File: config.mk
export PLATFORM = sky130hd
export DESIGN_NAME = sam_top
export DESIGN_NICKNAME = d
export VERILOG_FILES = /design/src/logic/sam_pkg.sv /design/src/logic/sam_cmp_if.sv /design/src/logic/sam_addr_cmp.sv /design/src/logic/sam_top.sv
export SDC_FILE = /design/constraint.sdc
export NUM_CORES = 1
export LEC_CHECK = 0
export BUFFER_PORTS_ARGS = -buffer_cell sky130_fd_sc_hd__buf_2
export CAP_MARGIN = 15
export CORE_AREA = 8 8 108 100
export CTS_BUF_LIST = sky130_fd_sc_hd__clkbuf_2 sky130_fd_sc_hd__clkbuf_4 sky130_fd_sc_hd__clkbuf_8
export DETAILED_ROUTE_END_ITERATION = 16
export DIE_AREA = 0 0 116 108
export GPL_ROUTABILITY_DRIVEN = 0
export GPL_TIMING_DRIVEN = 0
export MAX_ROUTING_LAYER = met4
export PLACE_DENSITY = 0.75
export SLEW_MARGIN = 20
export SYNTH_ARGS = -nofsm -noshare
export SYNTH_HDL_FRONTEND = slang
export SYNTH_SLANG_ARGS = --single-unit
File: constraint.sdc
create_clock -name clk -period 1.9 [get_ports clk]
set_input_delay 0.38 -clock clk [delete_from_list [all_inputs] [get_ports clk]]
set_output_delay 0.38 -clock clk [all_outputs]
set_load 0.02 [all_outputs]
File: src/logic/sam_pkg.sv
// Shared constants and types for the slave address matcher.
// Assumes a 32-bit APB register bus and a 7/10-bit two-wire slave link.
package sam_pkg;
    // Register byte offsets
    localparam logic [7:0] CTRL_OFS = 8'h00;
    localparam logic [7:0] MASK_OFS = 8'h04;
    localparam logic [7:0] OWN_OFS  = 8'h08;
    localparam logic [7:0] STAT_OFS = 8'h0C;

    // Control register field positions
    localparam int BIT_MODULE_ON  = 15;
    localparam int BIT_HALT_IDLE  = 13;
    localparam int BIT_CLK_REL    = 12;
    localparam int BIT_ACCEPT_ALL = 11;
    localparam int BIT_TEN_BIT    = 10;
    localparam int BIT_GC_EN      = 7;
    localparam int BIT_STRETCH_EN = 6;

    // Reset values and writable bits
    localparam logic [15:0] CTRL_RST   = 16'h1000;
    localparam logic [15:0] CTRL_WMASK = 16'hBFFF;
    localparam logic [9:0]  MASK_RST   = 10'h000;
    localparam logic [9:0]  OWN_RST    = 10'h000;

    // Status register field positions
    localparam int ST_ADDRESSED = 0;
    localparam int ST_GCALL     = 1;
    localparam int ST_RW        = 2;
    localparam int ST_TEN_DONE  = 3;
    localparam int ST_BYTE_LSB  = 8;

    // Address patterns in the upper four or five bits of a 7-bit address
    localparam logic [4:0] HI_RSV  = 5'h1F;
    localparam logic [4:0] TEN_HDR = 5'h1E;
    localparam logic [3:0] LOW_RSV = 4'h0;

    // Bits per address byte
    localparam logic [3:0] BYTE_BITS = 4'h8;

    typedef enum logic [2:0] {
        ST_IDLE, ST_ADDR1, ST_ACK1, ST_ADDR2, ST_ACK2, ST_SKIP
    } sam_state_t;
endpackage : sam_pkg

File: src/logic/sam_cmp_if.sv
// Bundle between the link sequencer and the address comparator.
// Assumes both ends run on the same clock and reset.
`timescale 1ns/1ns
interface sam_cmp_if (
    input wire logic clk,
    input wire logic reset_n
);
    logic [7:0] rx_byte;
    logic       second;
    logic       accept_all;
    logic       ten_bit;
    logic       gc_en;
    logic       addr10;
    logic [9:0] mask;
    logic [9:0] own;
    logic       ack;
    logic       gcall;
    logic       hdr_hit;

    modport seq (output rx_byte, second, accept_all, ten_bit, gc_en,
                 addr10, mask, own, input ack, gcall, hdr_hit);
    modport cmp (input clk, reset_n, rx_byte, second, accept_all,
                 ten_bit, gc_en, addr10, mask, own,
                 output ack, gcall, hdr_hit);
endinterface : sam_cmp_if

File: src/logic/sam_addr_cmp.sv
// Combinational address comparator with masking and reserved filtering.
// Assumes the sequencer presents one full received byte at a time.
`timescale 1ns/1ns
module sam_addr_cmp (
    sam_cmp_if.cmp c
);
    import sam_pkg::*;

    logic [9:0] effm;
    logic [6:0] a7;
    logic       rw;
    logic [6:0] diff7;
    logic [1:0] hi2;
    logic [7:0] lo8;
    logic       is_gc;
    logic       rsv;
    logic       hdr_pat;

    always_comb begin
        effm    = c.accept_all ? 10'h000 : c.mask;
        a7      = c.rx_byte[7:1];
        rw      = c.rx_byte[0];
        diff7   = (a7 ^ c.own[6:0]) & ~effm[6:0];
        hi2     = (a7[1:0] ^ c.own[9:8]) & ~effm[9:8];
        lo8     = (c.rx_byte ^ c.own[7:0]) & ~effm[7:0];
        is_gc   = (a7 == 7'h00) && !rw;
        rsv     = (a7[6:3] == LOW_RSV) || (a7[6:2] == HI_RSV)
                  || (a7[6:2] == TEN_HDR);
        hdr_pat = a7[6:2] == TEN_HDR;
    end

    always_comb begin
        c.ack     = 1'b0;
        c.gcall   = 1'b0;
        c.hdr_hit = 1'b0;
        if (c.second) begin
            c.ack = c.accept_all || (lo8 == 8'h00);
        end else begin
            c.gcall   = is_gc && c.gc_en;
            // Header only counts as the upper byte of a 10-bit address
            c.hdr_hit = c.ten_bit && hdr_pat
                        && (c.accept_all || hi2 == 2'b00)
                        && (!rw || c.addr10 || c.accept_all);
            if (c.accept_all)
                c.ack = 1'b1;
            else if (c.ten_bit)
                c.ack = c.hdr_hit || c.gcall;
            else
                c.ack = c.gcall || (!rsv && diff7 == 7'h00);
        end
    end

    a_mask_dontcare: assert property (@(posedge c.clk)
        disable iff (!c.reset_n)
        !c.second && !c.ten_bit && !rsv
        && (((a7 ^ c.own[6:0]) & ~c.mask[6:0]) == 7'h00) |-> c.ack)
        else $error("masked 7-bit address not matched");
    a_mask_ten_low: assert property (@(posedge c.clk)
        disable iff (!c.reset_n)
        c.second && ((c.rx_byte ^ c.own[7:0]) & ~c.mask[7:0]) == 8'h00
        |-> c.ack)
        else $error("masked low 10-bit byte not matched");
    a_reserved_never: assert property (@(posedge c.clk)
        disable iff (!c.reset_n)
        !c.second && !c.accept_all && rsv && !hdr_pat && !is_gc
        |-> !c.ack)
        else $error("reserved address acknowledged");
    a_gcall_gate: assert property (@(posedge c.clk)
        disable iff (!c.reset_n)
        !c.second && !c.accept_all && is_gc |-> c.ack == c.gc_en)
        else $error("general call ack disagrees with enable");
    a_hdr_seven: assert property (@(posedge c.clk)
        disable iff (!c.reset_n)
        !c.second && !c.ten_bit && !c.accept_all && hdr_pat |-> !c.ack)
        else $error("10-bit header matched in 7-bit mode");
    a_accept_every: assert property (@(posedge c.clk)
        disable iff (!c.reset_n)
        c.accept_all |-> c.ack)
        else $error("accept-all mode refused an address");
    a_unmasked_diff: assert property (@(posedge c.clk)
        disable iff (!c.reset_n)
        !c.second && !c.ten_bit && !c.accept_all && !is_gc
        && diff7 != 7'h00 |-> !c.ack)
        else $error("address matched with differing bits");
endmodule : sam_addr_cmp

File: src/logic/sam_top.sv
// Two-wire slave address recognition with an APB register file.
// Assumes scl/sda are raw pins, sampled on clk (250 MHz) after 2 flops.
`timescale 1ns/1ns
//
// Function
// - A set mask bit makes that address bit match either value.
// - Masking covers every compared bit in 7-bit and 10-bit modes.
// - Mask applies only while accept-all mode is off.
// - Reserved 7-bit addresses other than general call and the 10-bit header are matched only in accept-all mode, whatever the mask.
// - General call is acknowledged only when its enable is set or accept-all mode is on.
// - The 11110xx header matches only as a 10-bit upper byte or in accept-all mode.
// - Accept-all mode acknowledges every received address.
module sam_top (
    // Clock and reset
    input  wire logic        clk,
    input  wire logic        reset_n,
    // APB slave
    input  wire logic        psel,
    input  wire logic        penable,
    input  wire logic        pwrite,
    input  wire logic [7:0]  paddr,
    input  wire logic [31:0] pwdata,
    output logic             pready,
    output logic [31:0]      prdata,
    output logic             pslverr,
    // Two-wire link pins
    input  wire logic        scl_i,
    input  wire logic        sda_i,
    output logic             sda_o,
    output logic             sda_oe,
    // Link state
    output logic             addressed
);
    import sam_pkg::*;

    sam_cmp_if cif (.clk(clk), .reset_n(reset_n));

    sam_addr_cmp u_cmp (.c(cif));

    logic [15:0] ctrl_r;
    logic [9:0]  mask_r;
    logic [9:0]  own_r;
    logic [1:0]  scl_s_r;
    logic [1:0]  sda_s_r;
    logic        scl_d_r;
    logic        sda_d_r;
    sam_state_t  state_r;
    logic [3:0]  cnt_r;
    logic [7:0]  shift_r;
    logic        oe_r;
    logic        addr10_r;
    logic        addressed_r;
    logic        gcall_r;
    logic        rw_r;
    logic [7:0]  last_r;
    logic        pready_r;
    logic [31:0] prdata_r;
    logic        pslverr_r;
    logic        scl_rise;
    logic        scl_fall;
    logic        start_c;
    logic        stop_c;
    logic        wr_go;
    logic        mapped;
    logic        ack_now;
    logic        byte_end;

    assign pready    = pready_r;
    assign prdata    = prdata_r;
    assign pslverr   = pslverr_r;
    assign sda_oe    = oe_r;
    assign addressed = addressed_r;

    // Open-drain: only ever pulls low
    always_ff @(posedge clk) begin
        sda_o <= 1'b0;
    end

    // Pin synchronisers; idle bus reads high
    always_ff @(posedge clk) begin
        if (!reset_n) begin
            scl_s_r <= 2'b11;
            sda_s_r <= 2'b11;
            scl_d_r <= 1'b1;
            sda_d_r <= 1'b1;
        end else begin
            scl_s_r <= {scl_s_r[0], scl_i};
            sda_s_r <= {sda_s_r[0], sda_i};
            scl_d_r <= scl_s_r[1];
            sda_d_r <= sda_s_r[1];
        end
    end

    always_comb begin
        scl_rise = scl_s_r[1] && !scl_d_r;
        scl_fall = !scl_s_r[1] && scl_d_r;
        start_c  = scl_s_r[1] && scl_d_r && sda_d_r && !sda_s_r[1];
        stop_c   = scl_s_r[1] && scl_d_r && !sda_d_r && sda_s_r[1];
        // A stale count in the acknowledge or skip states must not claim
        byte_end = scl_fall && cnt_r == BYTE_BITS && ctrl_r[BIT_MODULE_ON]
                   && (state_r == ST_ADDR1 || state_r == ST_ADDR2);
        ack_now  = byte_end && cif.ack;
    end

    // Comparator inputs
    always_comb begin
        cif.rx_byte    = shift_r;
        cif.second     = state_r == ST_ADDR2;
        cif.accept_all = ctrl_r[BIT_ACCEPT_ALL];
        cif.ten_bit    = ctrl_r[BIT_TEN_BIT];
        cif.gc_en      = ctrl_r[BIT_GC_EN];
        cif.addr10     = addr10_r;
        cif.mask       = mask_r;
        cif.own        = own_r;
    end

    // Address phase sequencer
    always_ff @(posedge clk) begin
        if (!reset_n) begin
            state_r  <= ST_IDLE;
            cnt_r    <= 4'h0;
            shift_r  <= 8'h00;
            oe_r     <= 1'b0;
            addr10_r <= 1'b0;
        end else if (!ctrl_r[BIT_MODULE_ON]) begin
            state_r  <= ST_IDLE;
            oe_r     <= 1'b0;
            addr10_r <= 1'b0;
        end else if (start_c) begin
            // A repeated start keeps the 10-bit match for a read header
            state_r <= ST_ADDR1;
            cnt_r   <= 4'h0;
            oe_r    <= 1'b0;
        end else if (stop_c) begin
            state_r  <= ST_IDLE;
            oe_r     <= 1'b0;
            addr10_r <= 1'b0;
        end else begin
            case (state_r)
                ST_ADDR1, ST_ADDR2: begin
                    if (scl_rise && cnt_r != BYTE_BITS) begin
                        shift_r <= {shift_r[6:0], sda_s_r[1]};
                        cnt_r   <= cnt_r + 4'h1;
                    end
                    if (scl_fall && cnt_r == BYTE_BITS) begin
                        if (cif.ack) begin
                            oe_r    <= 1'b1;
                            state_r <= (state_r == ST_ADDR1)
                                       ? ST_ACK1 : ST_ACK2;
                        end else begin
                            state_r <= ST_SKIP;
                        end
                    end
                end
                ST_ACK1: begin
                    if (scl_fall) begin
                        oe_r  <= 1'b0;
                        cnt_r <= 4'h0;
                        if (cif.hdr_hit && !shift_r[0] && !addr10_r)
                            state_r <= ST_ADDR2;
                        else
                            state_r <= ST_SKIP;
                    end
                end
                ST_ACK2: begin
                    if (scl_fall) begin
                        oe_r     <= 1'b0;
                        addr10_r <= 1'b1;
                        state_r  <= ST_SKIP;
                    end
                end
                ST_IDLE, ST_SKIP: begin
                    oe_r <= 1'b0;
                end
                default: begin
                    state_r <= ST_IDLE;
                    oe_r    <= 1'b0;
                end
            endcase
        end
    end

    // Status; hardware set wins over a software clear
    always_ff @(posedge clk) begin
        if (!reset_n) begin
            addressed_r <= 1'b0;
            gcall_r     <= 1'b0;
            rw_r        <= 1'b0;
            last_r      <= 8'h00;
        end else begin
            if (stop_c || !ctrl_r[BIT_MODULE_ON])
                addressed_r <= 1'b0;
            else if (ack_now)
                addressed_r <= 1'b1;
            if (ack_now && cif.gcall && !cif.second)
                gcall_r <= 1'b1;
            else if (wr_go && paddr == STAT_OFS && pwdata[ST_GCALL])
                gcall_r <= 1'b0;
            if (ack_now && !cif.second)
                rw_r <= shift_r[0];
            if (byte_end)
                last_r <= shift_r;
        end
    end

    // APB slave: one wait state, pready comes straight from a flop
    always_comb begin
        wr_go  = psel && penable && pready_r && pwrite;
        mapped = paddr == CTRL_OFS || paddr == MASK_OFS
                 || paddr == OWN_OFS || paddr == STAT_OFS;
    end

    always_ff @(posedge clk) begin
        if (!reset_n) begin
            ctrl_r <= CTRL_RST;
            mask_r <= MASK_RST;
            own_r  <= OWN_RST;
        end else begin
            if (wr_go && paddr == CTRL_OFS)
                ctrl_r <= pwdata[15:0] & CTRL_WMASK;
            else if (ack_now && !cif.second && shift_r[0]
                     && ctrl_r[BIT_STRETCH_EN])
                // Hold the clock for software once a read is claimed
                ctrl_r[BIT_CLK_REL] <= 1'b0;
            if (wr_go && paddr == MASK_OFS)
                mask_r <= pwdata[9:0];
            if (wr_go && paddr == OWN_OFS)
                own_r <= pwdata[9:0];
        end
    end

    always_ff @(posedge clk) begin
        if (!reset_n) begin
            pready_r  <= 1'b0;
            prdata_r  <= 32'h0000_0000;
            pslverr_r <= 1'b0;
        end else begin
            pready_r  <= psel && penable && !pready_r;
            pslverr_r <= psel && penable && !pready_r && !mapped;
            prdata_r  <= 32'h0000_0000;
            if (psel && penable && !pready_r && !pwrite) begin
                case (paddr)
                    CTRL_OFS: prdata_r <= {16'h0000, ctrl_r};
                    MASK_OFS: prdata_r <= {22'h000000, mask_r};
                    OWN_OFS:  prdata_r <= {22'h000000, own_r};
                    STAT_OFS: prdata_r <= {16'h0000, last_r, 4'h0,
                                           addr10_r, rw_r, gcall_r,
                                           addressed_r};
                    default:  prdata_r <= 32'h0000_0000;
                endcase
            end
        end
    end

    a_ack_drive: assert property (@(posedge clk) disable iff (!reset_n)
        ctrl_r[BIT_MODULE_ON] && !start_c && !stop_c && ack_now
        && (state_r == ST_ADDR1 || state_r == ST_ADDR2)
        |=> oe_r && addressed_r)
        else $error("acknowledge not driven after match");
    a_nack_quiet: assert property (@(posedge clk) disable iff (!reset_n)
        ctrl_r[BIT_MODULE_ON] && !start_c && !stop_c && state_r == ST_ADDR1
        && scl_fall && cnt_r == BYTE_BITS && !cif.ack
        |=> !oe_r && state_r == ST_SKIP)
        else $error("unmatched address was acknowledged");
    a_ack_release: assert property (@(posedge clk) disable iff (!reset_n)
        oe_r && scl_fall |=> !oe_r)
        else $error("acknowledge held past its clock");
    a_ten_second: assert property (@(posedge clk) disable iff (!reset_n)
        state_r == ST_ADDR2 |-> ctrl_r[BIT_TEN_BIT])
        else $error("second address byte outside 10-bit mode");
    a_apb_ready: assert property (@(posedge clk) disable iff (!reset_n)
        psel && penable && !pready_r |=> pready_r ##1 !pready_r)
        else $error("APB ready not a single pulse");
    a_off_quiet: assert property (@(posedge clk) disable iff (!reset_n)
        !ctrl_r[BIT_MODULE_ON] |=> !oe_r && !addressed_r)
        else $error("link claimed while module is off");
    a_accept_claim: assert property (@(posedge clk)
        disable iff (!reset_n)
        ctrl_r[BIT_ACCEPT_ALL] && byte_end && !start_c && !stop_c
        |=> oe_r && addressed_r)
        else $error("accept-all mode left an address unanswered");
    a_gcall_set: assert property (@(posedge clk)
        disable iff (!reset_n)
        ack_now && cif.gcall |=> gcall_r)
        else $error("general call not recorded");
    a_gcall_gated: assert property (@(posedge clk)
        disable iff (!reset_n)
        !ctrl_r[BIT_GC_EN] && !gcall_r |=> !gcall_r)
        else $error("general call recorded while disabled");
    a_unmapped_err: assert property (@(posedge clk) disable iff (!reset_n)
        psel && penable && !pready_r && !mapped
        |=> pready_r && pslverr_r && prdata_r == 32'h0000_0000)
        else $error("unmapped access not refused");

    c_seven_ack: cover property (@(posedge clk) disable iff (!reset_n)
        ack_now && !ctrl_r[BIT_TEN_BIT] && !cif.gcall);
    c_ten_ack: cover property (@(posedge clk) disable iff (!reset_n)
        ack_now && state_r == ST_ADDR2);
    c_gcall: cover property (@(posedge clk) disable iff (!reset_n)
        ack_now && cif.gcall);
    c_accept_all: cover property (@(posedge clk) disable iff (!reset_n)
        ack_now && ctrl_r[BIT_ACCEPT_ALL]);
endmodule : sam_top

==> flow_summary.json <==
{
  "fin_crit_ps": 1800,
  "initial_core_util_pct": 45.3,
  "crit_path_start": "cif.rx_byte[2]$_SDFFE_PN0P_",
  "ys_seq_area_share_pct": 43.1,
  "cts_tree": "done",
  "core_area_mm2": 0.00892,
  "multi_input_area_mm2": 0.00206,
  "antenna_found_initial": 0,
  "wl_um": 10200,
  "clock.fmax_mhz": 556,
  "post_cts_buffers": 0,
  "firstDrtPassIters": 5,
  "drtAntennaViolNets": 0,
  "seqCellArea_mm2": 0.00174,
  "final_cells": 657,
  "drcViolationCount": 0,
  "worstHoldStart": "sda_i",
  "ir_drop_v": 0.000270,
  "synth_edf_count": 0,
  "fp.dieW_um": 116,
  "yosysTopAreaCell": "dfxtp_1",
  "yosysMostFrequentCell": "dfxtp_1",
  "worstMarginPinSlew_ps": 655,
  "yosysWarningCount": 0,
  "die-area_mm2": 0.0125,
  "die_h_um": 108,
  "syn_area_mm2": 0.00404,
  "p_leak_nw": 1.88,
  "rsz0062_at_grt": "no",
  "syn_area_per_cell_um2": 8.87,
  "rr_startpoint": "cif.rx_byte[2]$_SDFFE_PN0P_",
  "grtUsageTotal_pct": 17.3,
  "first_global_vias": 3333,
  "synth.top_cell.area_share_pct": 43.1,
  "hold_viol_final": 0,
  "cts_inserted_buffers": 9,
  "routedWlPerCell_um": 15.6,
  "final-max-slew-violation-count": 0,
  "nets": 581,
  "antenna-diode-count": 0,
  "clk_pin_slew_ps": 80,
  "worstSetupPathType": "flip-flop to flip-flop",
  "min_period_over_period_pct": 94.6,
  "syn_inst": 456,
  "io_pins": 84,
  "synth_cell_type_count": 53,
  "synth_seq_cells": 87,
  "htreeDepth": 3,
  "synthFlopType": "dfxtp_1",
  "viasPerCell": 5.25,
  "worst_setup_path_end_kind": "flip-flop",
  "portBuffers": 49,
  "gr-total-overflow": 0,
  "clockBufferDepth": 2,
  "grt_pass1_wl_um": 16500,
  "grt_max_degree": 14,
  "finClkSkew_ps": 11.7,
  "max-slew-margin-rel_pct": 56.4,
  "arrival_ps": 2070,
  "root_buffer": "clkbuf_8",
  "hold_class": "input port to flip-flop",
  "cp_max_fo": 7,
  "num_rows": 33,
  "fillers": 851,
  "cap_violations": 0,
  "dp_hpwl_um": 7600,
  "synth_commonest_cells": "dfxtp_1 (87), nor2_1 (56), nand2_1 (41)",
  "synth_area_leaders": "dfxtp_1 (43%), mux2i_1 (7.2%), nor2_1 (5.2%)",
  "cts.sinks": 87,
  "pre_cts_ws_ps": -167,
  "setup_viol": 0,
  "cts_resized": 0,
  "layout-drive-gt1-share_pct": 21.1,
  "cp_data_required_time_ps": 2170,
  "worst_slack_ps": 102,
  "synthArstFlopShare_pct": 0,
  "ctsHoldBuffers": 0,
  "drt_iter0_markers": 255,
  "p_per_area_mw_per_mm2": 680,
  "area_growth_syn_to_layout_pct": 16.1,
  "placed_cells": 643,
  "insertion_delay_ps": 360,
  "cp-start-kind": "flip-flop",
  "vias": 3446,
  "status": "completed"
}
-- power breakdown --
part / internal, W / switching (W)
Sequential: 0.00183 / 0.00000364
Clock: 0.000530 / 0.000637
Combinational: 0.0000705 / 0.000124
Total: 0.00243 / 0.000765
-- critical path: stages (launching register included) --
cell      delay (ps)
dfxtp_1          310
buf_2            210
xnor2_1          140
o22ai_1          150
a211oi_1         340
a211oi_1         100
or3b_1           380
o31ai_2           70
-- cell type report --
type / instances / share of cell area (%)
multi-input cells: 330 / 43.9
flip-flops and latches: 87 / 37.1
plain buffers: 48 / 6.24
repair buffers: 49 / 5.22
well taps: 122 / 3.25
clock buffers: 11 / 3.22
inverters: 7 / 0.560
clock inverters: 3 / 0.426
-- per-stage QoR --
stage | area, um^2 | setup TNS (ps) | total power [W] | util [%] | hold slack [ps]
after floorplan | 4100 | 0 | 0.00200 | - | 386
after global placement | 4500 | -1360 | 0.00206 | 50.5 | 389
after detailed placement | 4500 | -2390 | 0.00207 | 50.5 | 394
after CTS | 4670 | 0 | 0.00321 | 52.4 | 177
after global routing | 4690 | 0 | 0.00331 | 52.6 | 177
final | 4690 | 0 | 0.00319 | 52.6 | 198
-- layout by cell type, fill, tap and decap left out, types with 17 or more instances in the layout --
master and n:
dfxtp_1 86, conb_1 17, mux2i_1 29, nand3_1 29
buf_2 58, xnor2_1 17, nand2_1 41, buf_4 23
a21oi_1 39, nor2b_1 18, nor2_1 56
-- routing by layer --
layer	share of wire, %	routed length [um]	track usage (%)	vias up
met4	2.0	201	6.20	0
met1	43	4370	20.5	1602
met2	48	4950	28.0	123
met3	7.1	728	4.12	23
li1	-	-	-	1698
met5	0	0	-	-
-- cells by family (layout without fill, tap and decap cells) --
family          count (synthesis)  after routing  synth area share (%)
fa+ha+maj                       3              3                 0.866
other cells                     1             17                0.0927
mux                            35             35                  10.5
compound gates                 77             77                  11.7
buf+inv                        55            118                  7.83
flops                          87             87                  43.1
simple gates                  180            180                  22.0
xor+xnor                       18             18                  3.90
-- registers in the layout (all words and copies together), names as in the netlist --
name         flops
cnt_r            4
gcall_r          1
cif.own         10
rw_r             1
last_r           8
prdata          16
scl_s_r          2
addr10_r         1
sda_oe           1
scl_d_r          1
pslverr          1
cif.mask        10
pready           1
ctrl_r          15
addressed        1
state_r          3
cif.rx_byte      8
sda_s_r          2
sda_d_r          1
-- path summary, 6_finish.rpt --
check	to	slack, ps	cells past startpoint
max	state_r[1]$_SDFFE_PP0P_	100	7
min	sda_s_r[0]$_SDFF_PN1_	200	2
max reg2reg	state_r[1]$_SDFFE_PP0P_	100	7
min reg2reg	sda_s_r[1]$_SDFF_PN1_	410	1
(Power assumes the default switching activity.)
